--- src/core/sem_host_cfg.svh ---
`ifndef SEM_HOST_CFG_SVH
`define SEM_HOST_CFG_SVH
`define FLAG_COUNT      8
`define FLAG_IDX_W      3
`define DATA_W          16
`define ADDR_W          13
`define FLAG_FREE_BIT   1'b1
`define FLAG_TAKE_BIT   1'b0
`define SETUP_NS        8
`define CLK_NS          4
`define SETUP_CYC       ((`SETUP_NS + `CLK_NS - 1) / `CLK_NS)
`define CNT_W           4
`endif

--- src/core/sem_host_pkg.sv ---
`include "sem_host_cfg.svh"
package sem_host_pkg;
   typedef enum logic [1:0] {
      OP_ACQUIRE = 2'b00,
      OP_RELEASE = 2'b01,
      OP_POLL    = 2'b10,
      OP_INIT    = 2'b11
   } op_e;
   typedef struct packed {
      op_e                    op;
      logic [`FLAG_IDX_W-1:0] idx;
   } cmd_s;
   typedef struct packed {
      logic                   granted;
      logic                   failed;
      logic [`FLAG_IDX_W-1:0] idx;
   } rsp_s;
   typedef struct packed {
      logic                   sel_n;
      logic                   oe_n;
      logic                   we_n;
      logic [`ADDR_W-1:0]     addr;
      logic [`DATA_W-1:0]     dout;
      logic                   doe;
   } pins_s;
endpackage

--- src/core/sem_host.sv ---
`timescale 1ns/1ns
`include "sem_host_cfg.svh"
// Behaviour
// - controller deasserts select between successive reads.
// - controller writes zero first, then reads back to test success.
// - after failure the request stays pending; a poll command re-reads, a release command writes one to withdraw.
// - at start-up controller writes one to all eight flags.
module sem_host
   import sem_host_pkg::*;
#(
   parameter int SETUP = `SETUP_CYC
) (
   // clock and reset
   input  wire logic               clk_in,
   input  wire logic               arst_n_in,
   // command port
   input  wire logic               cmd_valid_in,
   input  wire sem_host_pkg::cmd_s cmd_in,
   output logic                    cmd_ready_out,
   output logic                    rsp_valid_out,
   output sem_host_pkg::rsp_s      rsp_out,
   output logic                    init_done_out,
   // device pins
   output sem_host_pkg::pins_s     pins_out,
   input  wire logic [`DATA_W-1:0] dev_data_in
);
   import sem_host_pkg::*;

   typedef enum logic [2:0] {
      ST_INIT  = 3'b000,
      ST_IDLE  = 3'b001,
      ST_WRITE = 3'b010,
      ST_GAP   = 3'b011,
      ST_READ  = 3'b100,
      ST_DONE  = 3'b101
   } st_e;

   st_e                    st_r;
   op_e                    op_r;
   logic [`FLAG_IDX_W-1:0] idx_r;
   logic                   wval_r;
   logic                   pending_r;
   logic                   start;
   logic                   tick;
   logic                   rd_flag;
   rsp_s                   rsp_r;
   logic                   rsp_v_r;
   logic                   init_r;

   sem_cycle_timer #(.CYC(SETUP)) u_timer (
      .clk_in    (clk_in),
      .arst_n_in (arst_n_in),
      .start_in  (start),
      .done_out  (tick)
   );

   // device returns flag on every bit; bit 0 is enough
   assign rd_flag = dev_data_in[0];
   assign cmd_ready_out = (st_r == ST_IDLE);
   assign start = (st_r == ST_IDLE && cmd_valid_in) ||
                  (st_r == ST_INIT && !init_r && !pending_r) ||
                  (st_r == ST_WRITE && tick) ||
                  (st_r == ST_GAP && tick);

   // sequencer
   always_ff @(posedge clk_in or negedge arst_n_in) begin
      if (!arst_n_in) begin
         st_r      <= ST_INIT;
         op_r      <= OP_INIT;
         idx_r     <= '0;
         wval_r    <= `FLAG_FREE_BIT;
         pending_r <= 1'b0;
         init_r    <= 1'b0;
      end else begin
         case (st_r)
            ST_INIT: begin
               // device latches have no reset: free them all first
               if (!pending_r) begin
                  st_r      <= ST_WRITE;
                  wval_r    <= `FLAG_FREE_BIT;
                  pending_r <= 1'b1;
               end else if (idx_r == `FLAG_IDX_W'(`FLAG_COUNT - 1)) begin
                  st_r   <= ST_IDLE;
                  init_r <= 1'b1;
                  idx_r  <= '0;
               end else begin
                  idx_r     <= idx_r + 1'b1;
                  pending_r <= 1'b0;
               end
            end
            ST_IDLE: begin
               pending_r <= 1'b0;
               if (cmd_valid_in) begin
                  op_r  <= cmd_in.op;
                  idx_r <= cmd_in.idx;
                  // acquire: write zero first, never read first
                  if (cmd_in.op == OP_POLL) begin
                     st_r <= ST_READ;
                  end else begin
                     st_r   <= ST_WRITE;
                     wval_r <= (cmd_in.op == OP_ACQUIRE) ? `FLAG_TAKE_BIT
                                                         : `FLAG_FREE_BIT;
                  end
               end
            end
            ST_WRITE: begin
               if (tick) begin
                  if (!init_r) st_r <= ST_INIT;
                  else if (op_r == OP_ACQUIRE) st_r <= ST_GAP;
                  else st_r <= ST_DONE;
               end
            end
            // select released so the read latch recaptures
            ST_GAP: if (tick) st_r <= ST_READ;
            ST_READ: if (tick) st_r <= ST_DONE;
            ST_DONE: st_r <= ST_IDLE;
            default: st_r <= ST_INIT;
         endcase
      end
   end

   // read sample and answer
   always_ff @(posedge clk_in or negedge arst_n_in) begin
      if (!arst_n_in) begin
         rsp_r   <= '0;
         rsp_v_r <= 1'b0;
      end else begin
         rsp_v_r <= 1'b0;
         if (st_r == ST_READ && tick) begin
            rsp_v_r       <= 1'b1;
            rsp_r.idx     <= idx_r;
            rsp_r.granted <= (rd_flag == `FLAG_TAKE_BIT);
            rsp_r.failed  <= (rd_flag == `FLAG_FREE_BIT);
         end else if (st_r == ST_WRITE && tick && init_r && op_r != OP_ACQUIRE) begin
            rsp_v_r       <= 1'b1;
            rsp_r.idx     <= idx_r;
            rsp_r.granted <= 1'b0;
            rsp_r.failed  <= 1'b0;
         end
      end
   end
   // failure leaves the request pending: user must poll or release

   // pin drive; upper address zero, only bit 0 meaningful on writes
   always_comb begin
      pins_out       = '0;
      pins_out.sel_n = 1'b1;
      pins_out.oe_n  = 1'b1;
      pins_out.we_n  = 1'b1;
      pins_out.addr  = {{(`ADDR_W-`FLAG_IDX_W){1'b0}}, idx_r};
      if (st_r == ST_WRITE) begin
         pins_out.sel_n = 1'b0;
         // strobe only in the last setup cycle: address and data settle first
         pins_out.we_n  = !tick;
         pins_out.doe   = 1'b1;
         pins_out.dout  = {{(`DATA_W-1){1'b0}}, wval_r};
      end else if (st_r == ST_READ) begin
         pins_out.sel_n = 1'b0;
         pins_out.oe_n  = 1'b0;
      end
   end

   assign rsp_valid_out = rsp_v_r;
   assign rsp_out       = rsp_r;
   assign init_done_out = init_r;
endmodule

--- src/core/sem_cycle_timer.sv ---
`timescale 1ns/1ns
`include "sem_host_cfg.svh"
module sem_cycle_timer #(
   parameter int CYC = `SETUP_CYC
) (
   // clock and reset
   input  wire logic clk_in,
   input  wire logic arst_n_in,
   // control
   input  wire logic start_in,
   output logic      done_out
);
   logic [`CNT_W-1:0] cnt_r;
   always_ff @(posedge clk_in or negedge arst_n_in) begin
      if (!arst_n_in) begin
         cnt_r <= '0;
      end else if (start_in) begin
         cnt_r <= `CNT_W'(CYC);
      end else if (cnt_r != '0) begin
         cnt_r <= cnt_r - 1'b1;
      end
   end
   assign done_out = (cnt_r == `CNT_W'(1));
endmodule

--- config.mk ---
export PLATFORM = sky130hd
export DESIGN_NAME = sem_host
export DESIGN_NICKNAME = d
export VERILOG_FILES = /design/src/core/sem_host_pkg.sv /design/src/core/sem_host.sv /design/src/core/sem_cycle_timer.sv
export VERILOG_INCLUDE_DIRS = /design/src /design/src/core
export SDC_FILE = /design/constraint.sdc
export NUM_CORES = 1
export LEC_CHECK = 0
export ABC_CLOCK_PERIOD_IN_PS = 4590
export BUFFER_PORTS_ARGS = -buffer_cell sky130_fd_sc_hd__buf_4
export CAP_MARGIN = 20
export CORE_MARGIN = 4
export CORE_UTILIZATION = 40
export DETAILED_ROUTE_END_ITERATION = 8
export PLACE_DENSITY_LB_ADDON = 0.25
export SLEW_MARGIN = 20
export SYNTH_ARGS = -nofsm -noshare
export SYNTH_HDL_FRONTEND = slang
export SYNTH_SLANG_ARGS = --single-unit
--- constraint.sdc ---
create_clock -name clk_in -period 4.59 [get_ports clk_in]
set_clock_uncertainty 0.05 [all_clocks]
set_input_delay 0.6885 -clock clk_in [delete_from_list [all_inputs] [get_ports clk_in]]
set_output_delay 0.6885 -clock clk_in [all_outputs]
set_load 0.05 [all_outputs]
==> results.cfg <==
[synthesis]
ys_ff_latch = 21
synth.area.top_cells = dfrtp_1 30%, buf_4 13%, mux2_2 6.1%
synth_top_area_share_pct = 30.3
synthArstFlopShare_pct = 100
netlist_area_sq_um = 1490
yosys.area.top_type = dfrtp_1
syn_inst = 153
postSynthAreaPerCell_sq_um = 9.71
synth-warning-count = 0
synth_ff_type = dfrtp_1
synth-edff-count = 0
yosysUniqueCellTypes = 45
ys_seq_area_share_pct = 35.6

[global_routing]
antenna_found_initial = 0
grt_pass1_vias = 1013
grt_pass1_wl_mm = 4.84
met1_usage_pct = 18.6
grt_overflow = 0
busiest_layer = met2
grtUsageMet3_pct = 3.57
grt_usage_pct = 13.6
grt_max_degree = 22
globalRouteMet2Util_pct = 21.2

[timing]
rsz0062_at_grt = false
worstMarginPinSlew_ps = 851
fin_crit_sh_pct = 57.8
worst_slack_ps = 1940
hold_viol_final = 0
setup_viol = 0
fin_tns_setup_ps = 0
slew_headroom_pct = 43.1
min_period_ps = 2650
slew_violations = 0
fmax_ghz = 0.377

[worst_setup_path]
crit_buf_inv = 2
crit_family = simple AND/OR/NAND/NOR gates
critPathKind = reg2out
critPathArrivalTime_ps = 1920
startpoint_type = flip-flop
cp.depth = 5
cp_slowest_stage_delay_ps = 420
cp-end-kind = output port
crit_chain = inv_1, ha_1, or3b_4, or3_1, buf_4
reg2reg_depth = 5
slowest_stage = or3b_4
worstPathMaxFanout = 4
required_ps = 3850

[clocking]
cts_tree = yes
cts-buffers-inserted = 3
cts.sinks = 21
postCtsSetupBuffers = 0
cts_buffer_depth = 2
cts_resized = 0
clkLatencyLatePin_ps = 260
cts_root_buf = clkbuf_8
h-tree-depth = 1
cts.clk_slew.worst_paths_ps = 70
hold_buffers = 0

[detailed_routing]
num_vias = 1144
drc = 0
wl_mm = 3.05
drtIter0Drc = 68
drtAntennaViolNets = 0
dr.pass1.iters = 4
routedWlPerCell_microns = 13.7
viasPerCell = 5.15

[run]
drv_cap = 0

[die]
coreArea_sq_um = 3470
ios = 65
initial_core_util_pct = 42.8
dieArea_sq_um = 4750
die_h_microns = 68.9
die_x_microns = 68.9
num_rows = 21

[final_layout]
final_cells = 222
antenna_cells = 0
utilization_pct = 47.4
fillers = 347
area_growth_pct = 10.8
fin_nets = 205
drive_gt1_share_pct = 26.7

[place]
gp_congestion = 0.829
dp_cells = 218
dp_hpwl_mm = 2.29
place_ws_ps = 2210
io_buffers = 24

[hold_path]
hold_class = in2async

[power_and_ir_drop]
ir_drop_mv = 0.433
comb_power_share_pct = 60.3
p_sw_share_pct = 51.1
internal_power_uw = 642
power_frac_clock_pct = 9.1
seqPwrFrac_pct = 30.6
p_leak_uw = 0.000739
p_sw_uw = 672
power.density_nw_per_um2 = 798

[outcome]
status = complete, no violations
## cell type report
type                            instances  area [sq um]  share of cell area, %
Multi-Input combinational cell        122           815                   49.5
Sequential cell                        21           529                   32.2
Timing Repair Buffer                   24           180                   11.0
Tap cell                               46          57.6                   3.50
Clock buffer                            4          45.0                   2.74
Inverter                                5          18.8                   1.14
## layer usage
metal | part of all wire, % | up-vias | routed length (microns)
li1 | - | 543 | -
met3 | 8.2 | 2 | 249
met1 | 44 | 554 | 1360
met4 | 0.39 | 0 | 12
met5 | 0 | - | 0
met2 | 47 | 45 | 1430
## layout by cell type, fill, tap and decap left out, types with 5 or more instances in the layout
| master | n |
|---|---|
| mux2_2 | 8 |
| buf_4 | 24 |
| inv_1 | 5 |
| conb_1 | 25 |
| nand2_1 | 7 |
| nor2_1 | 9 |
| o211ai_1 | 5 |
| nand3_1 | 6 |
| nand2b_1 | 5 |
| a21oi_1 | 6 |
| dfrtp_1 | 18 |
## logic make-up (layout without fill, tap and decap cells)
kind of cell	count (synthesis)	in the layout	synth area share (%)
fa+ha+maj	4	4	3.37
buf+inv	34	33	15.6
compound gates	22	22	11.0
other cells	1	25	0.252
flops	21	21	35.6
simple gates	57	57	24.3
mux	12	12	8.76
xor+xnor	2	2	1.18
## per-stage QoR
stage	area [sq um]	power, uW	hold slack [ps]
floorplan	1580	1020	343
global placement	1600	1170	421
detailed placement	1600	1190	434
CTS	1650	1320	259
global route	1650	1410	264
finish	1650	1310	253
## cells in the mapped netlist, types with 4 or more instances
master,n
ha_1,4
a21oi_1,6
inv_1,5
buf_4,25
o211ai_1,5
nor2_1,9
dfrtp_1,18
nand2_1,7
mux2_2,8
mux2i_1,4
nand2b_1,5
nand3_1,6
and3b_1,4
nand4_1,4
## worst reg2reg max path: cells and delay by family, from the launching register on
family | cells | cell delay [ps]
DFF | 1 | 470
adders and majority gates | 2 | 470
AOI/OAI and AO/OA | 2 | 560
and+or+nand+nor | 1 | 450
## worst paths after layout
| path | startpoint | to | slack, ps |
|---|---|---|---|
| min | arst_n_in | idx_r[1] | 250 |
| min reg2reg | wval_r | wval_r | 440 |
| max in group asynchronous | arst_n_in | wval_r | 3960 |
| max | u_timer.cnt_r[1] | pins_out[30] | 1940 |
| max reg2reg | idx_r[0] | st_r[0] | 2550 |
| min in group clk_in | wval_r | wval_r | 440 |
## sequential cells by signal, summed over array words and instances (netlist names)
signal and count:
u_timer.cnt_r 4, init_done_out 1, rsp_valid_out 1, rsp_out 5, pending_r 1, st_r 3
wval_r 1, op_r 2, idx_r 3
## power by group through the flow
| stage | logic (uW) | registers, uW | clock network, uW |
|---|---|---|---|
| after CTS | 796 | 400 | 125 |
| after global routing | 862 | 417 | 132 |
| after detailed placement | 791 | 403 | 0 |
| after global placement | 777 | 394 | 0 |
| final | 792 | 402 | 120 |
| after floorplan | 575 | 447 | 0 |
Power figures use the tool's default switching activity.
